[src/pkg/watchdog_reset_control_defines.svh]
// Constants of the watchdog supervision block
// Contract
// RULE1: Power-on reset loads the control register with all zero bits.
// RULE2: Watchdog reset sets the reset-cause flag; power resets clear it.
// RULE3: External pin reset leaves the reset-cause flag unchanged.
// RULE4: Every kind of reset clears the watchdog reset-enable bit.
// RULE5: All control register bits are readable at any time.
// RULE6: Run, reset-enable, time-out flag, restart bits only written inside window.
// RULE7: Software writes AAh then 55h to the key register first.
// RULE8: Select bits both one choose the longest period, 26 counter bits.
// RULE9: Extended priority bit 4 raises watchdog interrupt to higher level.
// RULE10: Top priority bit 4 raises watchdog interrupt to highest level.
// RULE11: Bit 5 of both priority registers holds PWM underflow priority.
// RULE12: Bit 6 of both priority registers holds brown-out priority.
// RULE13: Select bits pick 2^17..2^26 clocks; reset follows 512 clocks later.
// RULE14: Each elapsed time-out sets the time-out flag, cleared by software.
// RULE15: With reset disabled a time-out neither resets nor touches cause flag.
// RULE16: A valid key opens the protected window for 3 machine cycles.
// RULE17: Writing one to restart clears the count; the bit self-clears.
`ifndef WATCHDOG_RESET_CONTROL_DEFINES_SVH
`define WATCHDOG_RESET_CONTROL_DEFINES_SVH

`define WD_IDX_KEY 8'hC7
`define WD_IDX_CTRL 8'hD8
`define WD_IDX_IRQ_STAT 8'hE0
`define WD_IDX_IRQ_MASK 8'hE1
`define WD_IDX_PRIO_TOP 8'hF7
`define WD_IDX_PRIO_EXT 8'hF8

`define WD_BIT_RUN 7
`define WD_BIT_SEL_HI 5
`define WD_BIT_SEL_LO 4
`define WD_BIT_TOF 3
`define WD_BIT_CAUSE 2
`define WD_BIT_RSTEN 1
`define WD_BIT_RESTART 0
`define WD_CTRL_RESET 8'h00
`define WD_CTRL_PROT 8'h8B
`define WD_PRIO_MASK 8'h70
`define WD_PRIO_WD 4
`define WD_PRIO_PWM 5
`define WD_PRIO_BOV 6

`define WD_KEY_FIRST 8'hAA
`define WD_KEY_SECOND 8'h55

`define WD_IRQ_TIMEOUT 0
`define WD_IRQ_DENIED 1
`define WD_IRQ_MASK 8'h03

`define WD_EXP0 17
`define WD_EXP1 20
`define WD_EXP2 23
`define WD_EXP3 26
`define WD_RESET_EXTRA 27'h200

`define WD_CLK_MHZ 100
`define WD_MC_CLKS 4
`define WD_TA_MC 3
`define WD_TA_CLKS (`WD_TA_MC * `WD_MC_CLKS)

`endif

[src/pkg/watchdog_reset_control_pkg.sv]
// Types of the watchdog supervision block
package watchdog_reset_control_pkg;
    typedef enum logic [1:0] {
        TA_IDLE,
        TA_ARMED,
        TA_OPEN
    } ta_state_t;
endpackage

[src/verilog/watchdog_reset_control.sv]
// Watchdog timer with timed-access protection and APB register slave
`timescale 1ns/1ns
`default_nettype none
`include "watchdog_reset_control_defines.svh"

module watchdog_reset_control #(
    parameter int TOUT_EXP0 = `WD_EXP0,
    parameter int TOUT_EXP1 = `WD_EXP1,
    parameter int TOUT_EXP2 = `WD_EXP2,
    parameter int TOUT_EXP3 = `WD_EXP3
) (
    input wire logic clk,
    input wire logic rst,
    input wire logic extResetPin,
    input wire logic psel,
    input wire logic penable,
    input wire logic pwrite,
    input wire logic [9:0] paddr,
    input wire logic [31:0] pwdata,
    output logic [31:0] prdata,
    output logic pready,
    output logic pslverr,
    output logic irq,
    output logic wdResetOut,
    output logic wdPrioHigher,
    output logic wdPrioHighest,
    output logic pulsePrioHigher,
    output logic pulsePrioHighest,
    output logic brownoutPrioHigher,
    output logic brownoutPrioHighest
);

    localparam logic [3:0] TA_LAST = 4'(`WD_TA_CLKS - 1);

    logic [7:0] ctrlReg, ctrlNext;
    logic [7:0] prioTopReg, prioTopNext;
    logic [7:0] prioExtReg, prioExtNext;
    logic [7:0] statReg, statNext;
    logic [7:0] maskReg, maskNext;
    logic [26:0] cntReg, cntNext;
    logic [3:0] taTmrReg, taTmrNext;
    watchdog_reset_control_pkg::ta_state_t taReg, taNext;
    logic [31:0] prdataReg, prdataNext;
    logic preadyReg, preadyNext;
    logic slverrReg, slverrNext;
    logic irqReg, irqNext;
    logic wdRstReg, wdRstNext;

    logic [7:0] idx;
    logic mapped, wrDone, rdCapture;
    logic wrCtrl, wrKey, windowOpen;
    logic [4:0] expSel;
    logic [26:0] periodVal, tickPoint, resetPoint;
    logic running, tickEvt, resetEvt, deniedEvt, sysInit;

    assign idx = paddr[9:2];
    assign mapped = idx == `WD_IDX_CTRL || idx == `WD_IDX_KEY ||
        idx == `WD_IDX_PRIO_TOP || idx == `WD_IDX_PRIO_EXT ||
        idx == `WD_IDX_IRQ_STAT || idx == `WD_IDX_IRQ_MASK;
    // One wait state so read data can come from a flop
    assign rdCapture = psel && penable && !preadyReg;
    assign wrDone = psel && penable && preadyReg && pwrite && mapped;
    assign wrCtrl = wrDone && idx == `WD_IDX_CTRL;
    assign wrKey = wrDone && idx == `WD_IDX_KEY;
    assign windowOpen = taReg == watchdog_reset_control_pkg::TA_OPEN;
    // Watchdog reset acts like a chip reset one cycle after the event
    assign sysInit = extResetPin || wdRstReg;

    always_comb begin
        unique case (ctrlReg[`WD_BIT_SEL_HI:`WD_BIT_SEL_LO])
            2'b00: expSel = 5'(TOUT_EXP0);
            2'b01: expSel = 5'(TOUT_EXP1);
            2'b10: expSel = 5'(TOUT_EXP2);
            2'b11: expSel = 5'(TOUT_EXP3); // see RULE8
        endcase
    end

    assign periodVal = 27'h1 << expSel;
    assign tickPoint = periodVal - 27'h1;
    assign resetPoint = periodVal + `WD_RESET_EXTRA - 27'h1; // see RULE13
    assign running = ctrlReg[`WD_BIT_RUN];
    assign tickEvt = running && cntReg == tickPoint;
    assign resetEvt = running && cntReg == resetPoint;

    // Counter
    always_comb begin
        cntNext = cntReg;
        if (sysInit || ctrlReg[`WD_BIT_RESTART]) begin
            cntNext = 27'h0; // see RULE17
        end else if (running) begin
            cntNext = resetEvt ? 27'h0 : cntReg + 27'h1;
        end
        // Reset only when enabled; otherwise the count just wraps
        wdRstNext = !sysInit && resetEvt && ctrlReg[`WD_BIT_RSTEN]; // see RULE15
    end

    always_ff @(posedge clk) begin
        if (rst) begin
            cntReg <= 27'h0;
            wdRstReg <= 1'b0;
        end else begin
            cntReg <= cntNext;
            wdRstReg <= wdRstNext;
        end
    end

    // Timed-access key sequence
    always_comb begin
        taNext = taReg;
        taTmrNext = taTmrReg;
        if (sysInit) begin
            taNext = watchdog_reset_control_pkg::TA_IDLE;
            taTmrNext = 4'h0;
        end else if (wrKey && pwdata[7:0] == `WD_KEY_FIRST) begin
            taNext = watchdog_reset_control_pkg::TA_ARMED; // see RULE7
            taTmrNext = TA_LAST;
        end else if (wrKey && taReg == watchdog_reset_control_pkg::TA_ARMED
                && pwdata[7:0] == `WD_KEY_SECOND) begin
            taNext = watchdog_reset_control_pkg::TA_OPEN; // see RULE16
            taTmrNext = TA_LAST;
        end else if (wrKey) begin
            taNext = watchdog_reset_control_pkg::TA_IDLE;
            taTmrNext = 4'h0;
        end else if (taReg != watchdog_reset_control_pkg::TA_IDLE) begin
            if (taTmrReg == 4'h0) begin
                taNext = watchdog_reset_control_pkg::TA_IDLE; // see RULE16
            end else begin
                taTmrNext = taTmrReg - 4'h1;
            end
        end
    end

    always_ff @(posedge clk) begin
        if (rst) begin
            taReg <= watchdog_reset_control_pkg::TA_IDLE;
            taTmrReg <= 4'h0;
        end else begin
            taReg <= taNext;
            taTmrReg <= taTmrNext;
        end
    end

    // Registers
    always_comb begin
        ctrlNext = ctrlReg;
        prioTopNext = prioTopReg;
        prioExtNext = prioExtReg;
        statNext = statReg;
        maskNext = maskReg;
        deniedEvt = wrCtrl && !windowOpen &&
            ((pwdata[7:0] ^ ctrlReg) & `WD_CTRL_PROT) != 8'h00;
        ctrlNext[`WD_BIT_RESTART] = 1'b0; // see RULE17
        if (wrCtrl) begin
            ctrlNext = (ctrlReg & `WD_CTRL_PROT) |
                (pwdata[7:0] & ~`WD_CTRL_PROT); // see RULE6
            if (windowOpen) begin
                ctrlNext = pwdata[7:0]; // see RULE6
            end
        end
        if (tickEvt) begin
            ctrlNext[`WD_BIT_TOF] = 1'b1; // see RULE14
        end
        if (wrDone && idx == `WD_IDX_PRIO_TOP) begin
            prioTopNext = pwdata[7:0] & `WD_PRIO_MASK; // see RULE10
        end
        if (wrDone && idx == `WD_IDX_PRIO_EXT) begin
            prioExtNext = pwdata[7:0] & `WD_PRIO_MASK; // see RULE9
        end
        if (wrDone && idx == `WD_IDX_IRQ_MASK) begin
            maskNext = pwdata[7:0] & `WD_IRQ_MASK;
        end
        if (wrDone && idx == `WD_IDX_IRQ_STAT) begin
            statNext = statReg & ~pwdata[7:0];
        end
        // Set wins over a same-cycle clear
        statNext[`WD_IRQ_TIMEOUT] = statNext[`WD_IRQ_TIMEOUT] | tickEvt;
        statNext[`WD_IRQ_DENIED] = statNext[`WD_IRQ_DENIED] | deniedEvt;
        if (sysInit) begin
            ctrlNext = `WD_CTRL_RESET; // see RULE4
            prioTopNext = 8'h00;
            prioExtNext = 8'h00;
            statNext = 8'h00;
            maskNext = 8'h00;
            // Pin reset keeps cause, watchdog reset sets it
            ctrlNext[`WD_BIT_CAUSE] = wdRstReg || ctrlReg[`WD_BIT_CAUSE]; // see RULE2 RULE3
        end
        irqNext = (statNext & maskNext) != 8'h00;
    end

    always_ff @(posedge clk) begin
        if (rst) begin
            ctrlReg <= `WD_CTRL_RESET; // see RULE1 RULE2
            prioTopReg <= 8'h00;
            prioExtReg <= 8'h00;
            statReg <= 8'h00;
            maskReg <= 8'h00;
            irqReg <= 1'b0;
        end else begin
            ctrlReg <= ctrlNext;
            prioTopReg <= prioTopNext;
            prioExtReg <= prioExtNext;
            statReg <= statNext;
            maskReg <= maskNext;
            irqReg <= irqNext;
        end
    end

    // APB answer
    always_comb begin
        prdataNext = prdataReg;
        slverrNext = slverrReg;
        preadyNext = rdCapture;
        if (rdCapture) begin
            slverrNext = !mapped;
            prdataNext = 32'h0;
            if (!pwrite) begin
                unique case (idx)
                    `WD_IDX_CTRL: prdataNext = {24'h0, ctrlReg}; // see RULE5
                    `WD_IDX_PRIO_TOP: prdataNext = {24'h0, prioTopReg};
                    `WD_IDX_PRIO_EXT: prdataNext = {24'h0, prioExtReg};
                    `WD_IDX_IRQ_STAT: prdataNext = {24'h0, statReg};
                    `WD_IDX_IRQ_MASK: prdataNext = {24'h0, maskReg};
                    default: prdataNext = 32'h0;
                endcase
            end
        end
    end

    always_ff @(posedge clk) begin
        if (rst) begin
            prdataReg <= 32'h0;
            preadyReg <= 1'b0;
            slverrReg <= 1'b0;
        end else begin
            prdataReg <= prdataNext;
            preadyReg <= preadyNext;
            slverrReg <= slverrNext;
        end
    end

    assign prdata = prdataReg;
    assign pready = preadyReg;
    assign pslverr = slverrReg;
    assign irq = irqReg;
    assign wdResetOut = wdRstReg;
    assign wdPrioHigher = prioExtReg[`WD_PRIO_WD]; // see RULE9
    assign wdPrioHighest = prioTopReg[`WD_PRIO_WD]; // see RULE10
    assign pulsePrioHigher = prioExtReg[`WD_PRIO_PWM]; // see RULE11
    assign pulsePrioHighest = prioTopReg[`WD_PRIO_PWM]; // see RULE11
    assign brownoutPrioHigher = prioExtReg[`WD_PRIO_BOV]; // see RULE12
    assign brownoutPrioHighest = prioTopReg[`WD_PRIO_BOV]; // see RULE12
endmodule
`default_nettype wire
[config.mk]
export PLATFORM = sky130hd
export DESIGN_NAME = watchdog_reset_control
export DESIGN_NICKNAME = d
export VERILOG_FILES = /design/src/pkg/watchdog_reset_control_pkg.sv /design/src/verilog/watchdog_reset_control.sv
export VERILOG_INCLUDE_DIRS = /design/src /design/src/pkg
export SDC_FILE = /design/constraint.sdc
export NUM_CORES = 1
export LEC_CHECK = 0
export BUFFER_PORTS_ARGS = -buffer_cell sky130_fd_sc_hd__buf_2
export CORE_ASPECT_RATIO = 0.8
export CORE_UTILIZATION = 43
export CTS_CLUSTER_DIAMETER = 150
export DETAILED_ROUTE_END_ITERATION = 10
export GPL_TIMING_DRIVEN = 0
export PLACE_DENSITY = 0.65
export SETUP_SLACK_MARGIN = 0.02
export SLEW_MARGIN = 20
export SYNTH_ARGS = -nofsm -noshare
export SYNTH_HDL_FRONTEND = slang
export SYNTH_SLANG_ARGS = --single-unit
[constraint.sdc]
create_clock -name clk -period 3.4 [get_ports clk]
set_clock_uncertainty 0.2 [all_clocks]
set_input_delay 0.68 -clock clk [delete_from_list [all_inputs] [get_ports clk]]
set_output_delay 0.68 -clock clk [all_outputs]
set_load 0.005 [all_outputs]
Word-level counts from Yosys, hierarchy flattened. Cells that the tools add are included.

$add $sub $neg: 5. $mul: 0. Div/mod/pow operators: 0. $lt $le $gt $ge: 0. Equality and inequality tests: 16. Shift-type cells: 1. Multiplexer cells: 22. Bitwise logic cells: 9. Reductions and logical operators: 52.

Operators by type and width (count): 8-bit equality test, second input constant (7); 27-bit equality test (2); 27-bit by 1-bit subtractor with 27-bit output, second input constant (2); 8-bit 2-to-1 mux (6); 8-bit case mux with 5 select lines (1); 27-bit by 1-bit adder with 27-bit output, second input constant (1); 27-bit by 10-bit adder with 27-bit output, second input constant (1); 27-bit 2-to-1 mux (1); 1-bit by 5-bit left shift with 27-bit output, first input constant (1); 4-bit 2-to-1 mux (6); 1-bit logical AND (20); 5-bit case mux with 4 select lines (1); 8-bit AND (2); 8-bit nonzero test (2); 8-bit by 7-bit equality test with 1-bit output, second input constant (1); 1-bit logical OR (8); 2-bit 2-to-1 mux (4); 8-bit inverter (1); 8-bit by 7-bit bitwise OR with 8-bit output (1); 2-bit AND reduction (4); 4-bit nonzero test (2); 8-bit XOR (1); 2-bit equality test, second input constant (3); 2-bit nonzero test (3); other kinds (14) (24).

Register bits: 99. Bits in latches: 0. Bits in writable memories: 0. Bits in read-only memories: 0. Input port bits: 48. Output and inout port bits: 42. Logic and storage cells: 123. Memories: 0.

Depth between registers and ports, before layout.
Depth in word-level cells: 14. Gate-level depth with buffers: 8. Gate-level depth less buffers: 7.

Worst setup path after synthesis. Ideal clock, no wire load.

Path kind: reg-to-reg. Start: register ctrlReg[5]. End: register cntReg[24]. Library setup time: 115 ps. Data arrival time: 2116 ps. Required time: 3085 ps. Setup slack: 969 ps. Cell stages (with the launch flop): 9. Path buffers: 1. Period minus slack after synthesis: 2431 ps. Cells stage by stage: dfxtp_1 inv_1 ha_1 nor3b_1 xnor2_1 or4b_4 o21ai_4 buf_6 nor2_1.

Cells in the longest elaborated chain, start to end: 8. Elaborated cells on any way between the ends: 11. Those cells by class: add/sub: 2; eq/ne: 4; shift: 1; mux: 2; reduce/logical: 2.

RTL lines: from (decl) (RTL line watchdog_reset_control.sv:35) `logic [7:0] ctrlReg, ctrlNext;`; from (signal assigned) (RTL line watchdog_reset_control.sv:192) `` ctrlReg <= `WD_CTRL_RESET; ``; from (signal assigned) (RTL line watchdog_reset_control.sv:199) `ctrlReg <= ctrlNext;`; 2-bit equality test, or another cell as far along (RTL line watchdog_reset_control.sv:70) `` unique case (ctrlReg[`WD_BIT_SEL_HI:`WD_BIT_SEL_LO]) ``; 5-bit case mux with 4 select lines * (RTL line watchdog_reset_control.sv:70); 1-bit by 5-bit left shift with 27-bit output * (RTL line watchdog_reset_control.sv:78) `assign periodVal = 27'h1 << expSel;`; 27-bit by 10-bit adder with 27-bit output (no source line) *; 27-bit by 1-bit subtractor with 27-bit output * (RTL line watchdog_reset_control.sv:80) `` assign resetPoint = periodVal + `WD_RESET_EXTRA - 27'h1; ``; 27-bit equality test * (RTL line watchdog_reset_control.sv:83) `assign resetEvt = running && cntReg == resetPoint;`; 1-bit logical AND * (RTL line watchdog_reset_control.sv:83); 27-bit 2-to-1 mux * (RTL line watchdog_reset_control.sv:91) `cntNext = resetEvt ? 27'h0 : cntReg + 27'h1;`; to (signal assigned) (RTL line watchdog_reset_control.sv:102) `cntReg <= cntNext;`; to (decl) (RTL line watchdog_reset_control.sv:40) `logic [26:0] cntReg, cntNext;`.

Mark *: on every way between the ends. The rest lies on a longest branch, timed or not. The select of a mux whose other input is x is not followed. A chain may end at the register's enable or synchronous reset.

Worst setup path after layout.
Start: register ctrlReg[4]. End: register cntReg[25].

Same word-level chain as after synthesis.

==> load_flow_metrics.sql <==
INSERT INTO impl_metrics (metric_group, metric, value, unit) VALUES
('yosys', 'post_synth_instance_area', '0.00424', 'sq mm'),
('setup_path', 'reg2reg_depth', '8', ''),
('layout', 'nFillCells', '915', ''),
('run_status', 'status', 'finished, final reports clean', ''),
('floorplan', 'initial_core_util', '0.441', ''),
('sta', 'maxClockFrequency', '356', 'MHz'),
('route', 'drt_first_pass_iters', '5', ''),
('yosys', 'post_synth.cell_area_avg', '8.56', 'sq um'),
('global_route', 'grt_pass1_wl', '17400', 'um'),
('place', 'place.detailed.instances', '674', ''),
('layout', 'drive_gt1_frac', '0.194', ''),
('setup_path', 'worstSetupPathType', 'reg2reg', ''),
('setup_path', 'critical_path_arrival', '2830', 'ps'),
('yosys', 'synth_top_cells_by_area', 'sky130_fd_sc_hd__dfxtp_1 (35%), sky130_fd_sc_hd__xnor2_1 (6.6%), sky130_fd_sc_hd__buf_4 (4.3%)', ''),
('clock_tree', 'clock_latency', '340', 'ps'),
('pwr', 'p_sw_frac', '0.215', ''),
('clock_tree', 'number_of_buffers_created_by_cts', '9', ''),
('yosys', 'synth_most_common_cell', 'sky130_fd_sc_hd__dfxtp_1', ''),
('yosys', 'yosys_register_bits', '75', ''),
('yosys', 'synth-seq-area-share', '0.355', ''),
('setup_path', 'crit_family', 'simple AND/OR/NAND/NOR gates', ''),
('place', 'io_buffer_count', '37', ''),
('yosys', 'yosysTopAreaCellShare', '0.355', ''),
('layout', 'finalNonFillerCells', '690', ''),
('pwr', 'seqPwrFrac', '0.415', ''),
('clock_tree', 'clock_tree_from_tritoncts', 'done', ''),
('floorplan', 'fp.dieArea', '0.0103', 'sq mm'),
('sta', 'layout_worst_path_cycle_share', '0.825', ''),
('setup_path', 'worstPathBufferInverterCount', '2', ''),
('setup_path', 'cp_data_required_time', '3430', 'ps'),
('global_route', 'grt_pass1_vias', '3434', ''),
('setup_path', 'r2r_end', 'cntReg[25]$_SDFFE_PP0P_', ''),
('clock_tree', 'cts-hold-fix-buffers', '0', ''),
('route', 'post_drt_wl_per_cell', '15.4', 'um'),
('setup_path', 'timing.critical_path.depth', '8', ''),
('route', 'drt-initial-drc-count', '292', ''),
('yosys', 'synth_warnings', '0', ''),
('sta', 'worst_slew_pin_slew', '618', 'ps'),
('floorplan', 'io_pins', '90', ''),
('run', 'cap_violations', '0', ''),
('global_route', 'grt_usage', '0.215', ''),
('yosys', 'synthTopCellsByCount', 'sky130_fd_sc_hd__dfxtp_1 (75), sky130_fd_sc_hd__nor2_1 (48), sky130_fd_sc_hd__nand2_1 (32), sky130_fd_sc_hd__xnor2_1 (32)', ''),
('sta', 'setup_viol_count_final', '0', ''),
('setup_path', 'reg2reg_from', 'ctrlReg[4]$_SDFFE_PP0P_', ''),
('setup_path', 'crit_slowest_cell', 'sky130_fd_sc_hd__or4b_4', ''),
('yosys', 'number_of_instances_in_the_synthesized_netlist', '495', ''),
('yosys', 'synth_enable_flop_cells', '0', ''),
('setup_path', 'cpPeakStageDelay', '550', 'ps'),
('sta', 'final_period_minus_worst_setup_slack', '2810', 'ps'),
('setup_path', 'start_kind', 'flop', ''),
('setup_path', 'worstSetupEndpointType', 'flop', ''),
('floorplan', 'fp.dieH', '90.8', 'um'),
('clock_tree', 'cts.root.buffer_cell', 'sky130_fd_sc_hd__clkbuf_16', ''),
('setup_path', 'reg2reg_slack', '590', 'ps'),
('clock_tree', 'cts.sink_count', '75', ''),
('yosys', 'post_synth_num_cell_types', '63', ''),
('clock_tree', 'quantity_of_gates_resized_following_cts', '0', ''),
('setup_path', 'timing.critical_path.from', 'ctrlReg[4]$_SDFFE_PP0P_', ''),
('floorplan', 'rows', '32', ''),
('pwr', 'comb_power_share', '0.057', ''),
('yosys', 'yosysTopAreaCell', 'sky130_fd_sc_hd__dfxtp_1', ''),
('clock_tree', 'post_cts_buffers', '0', ''),
('pwr', 'cellPowerDensity', '424', 'mW/mm^2'),
('route', 'routed-via-count', '3790', ''),
('pwr', 'clkPwrFrac', '0.528', ''),
('global_route', 'initial_antenna_violation_count', '0', ''),
('place', 'place_congestion', '0.867', ''),
('layout', 'antenna_cells', '0', ''),
('sta', 'unrepaired_setup_endpoints_after_global_routing', 'no', ''),
('layout', 'area_growth_syn_to_layout', '18.2', '%'),
('sta', 'final_max_slew_viol_count', '0', '');
-- layout by cell type, fill, tap and decap left out, types with 14 or more instances in the layout --
cell type,netlist,layout
sky130_fd_sc_hd__nand2_1,32,32
sky130_fd_sc_hd__a21oi_1,24,24
sky130_fd_sc_hd__buf_2,6,43
sky130_fd_sc_hd__buf_4,24,24
sky130_fd_sc_hd__inv_1,20,20
sky130_fd_sc_hd__nand4_1,21,21
sky130_fd_sc_hd__nor2_1,48,48
sky130_fd_sc_hd__xnor2_1,32,32
sky130_fd_sc_hd__and3_1,15,15
sky130_fd_sc_hd__nor4_1,14,14
sky130_fd_sc_hd__conb_1,1,24
sky130_fd_sc_hd__dfxtp_1,75,75
sky130_fd_sc_hd__mux2i_1,14,14
sky130_fd_sc_hd__nand3_1,16,16
-- cells by family (layout without fill, tap and decap cells) --
group                      after synthesis  after routing  share of synthesized area
and+or+nand+nor                        205            205                      0.275
AOI/OAI and AO/OA                       84             84                      0.139
DFF                                     75             75                      0.355
buffers and inverters                   68            121                     0.0913
xor gates and xnor gates                39             39                     0.0807
muxes                                   15             15                     0.0357
adders and majority gates                8              8                     0.0236
other                                    1             24                   0.000885
-- through the flow --
stage	total power, mW	utilization	hold WS [ps]	instance area (sq um)	setup slack, ps
after global routing	2.18	0.521	262	5010	476
after CTS	2.13	0.521	250	5010	588
final	2.12	0.521	247	5010	595
after global placement	1.02	0.485	233	4660	660
after floorplan	0.976	-	224	4320	969
after detailed placement	1.02	0.485	240	4660	608
-- worst min path at each step --
stage / start / to / slack, ps / cells past startpoint
2_1_floorplan: statReg[7]$_SDFF_PP0_ / statReg[7]$_SDFF_PP0_ / 220 / 2
3_3_place_gp: statReg[7]$_SDFF_PP0_ / statReg[7]$_SDFF_PP0_ / 230 / 2
5_1_grt: statReg[7]$_SDFF_PP0_ / statReg[7]$_SDFF_PP0_ / 260 / 2
6_report: prdata[6]$_SDFFE_PP0P_ / prdata[6]$_SDFFE_PP0P_ / 250 / 2
4_1_cts: statReg[4]$_SDFF_PP0_ / statReg[4]$_SDFF_PP0_ / 250 / 2
3_5_place_dp: statReg[4]$_SDFF_PP0_ / statReg[4]$_SDFF_PP0_ / 240 / 2
-- cell type report --
class	count	area (sq um)	share of cell area
plain buffers	48	312	0.0622
clock buffers	10	239	0.0477
clock inverters	6	111	0.0222
inverters	20	75.1	0.0150
multi-input cells	375	2430	0.486
flip-flops and latches	75	1500	0.300
well taps	119	149	0.0297
repair buffers	37	185	0.0370
-- worst register-to-register path, delay by kind of cell, from the launching register on --
family / cells / cell delay (ps)
flops: 1 / 500
xor+xnor: 1 / 240
compound gates: 1 / 260
simple gates: 3 / 850
buf+inv: 2 / 320
fa+ha+maj: 1 / 320
-- power groups by stage --
stage | sequential [mW] | combinational (mW) | clock, mW
after floorplan | 0.900 | 0.0756 | 0
after global placement | 0.900 | 0.116 | 0
after detailed placement | 0.900 | 0.117 | 0
after CTS | 0.881 | 0.118 | 1.13
after global routing | 0.880 | 0.131 | 1.17
final | 0.881 | 0.121 | 1.12
-- registers in the layout, indices dropped and copies added (netlist names) --
| register | count |
|---|---|
| pslverr | 1 |
| taTmrReg | 4 |
| prioTopReg | 3 |
| pready | 1 |
| prioExtReg | 3 |
| cntReg | 27 |
| statReg | 8 |
| taReg | 2 |
| ctrlReg | 8 |
| maskReg | 8 |
| irq | 1 |
| prdata | 8 |
| wdResetOut | 1 |
-- metal layers --
metal  track usage  up-vias  routed length, um
li1              -     1888                  -
met1         0.303     1745               5160
met3        0.0517       19                733
met5             0        -                  0
met2         0.317      138               4560
met4        0.0746        0                203
No activity file was read; power rests on OpenSTA's default activity.
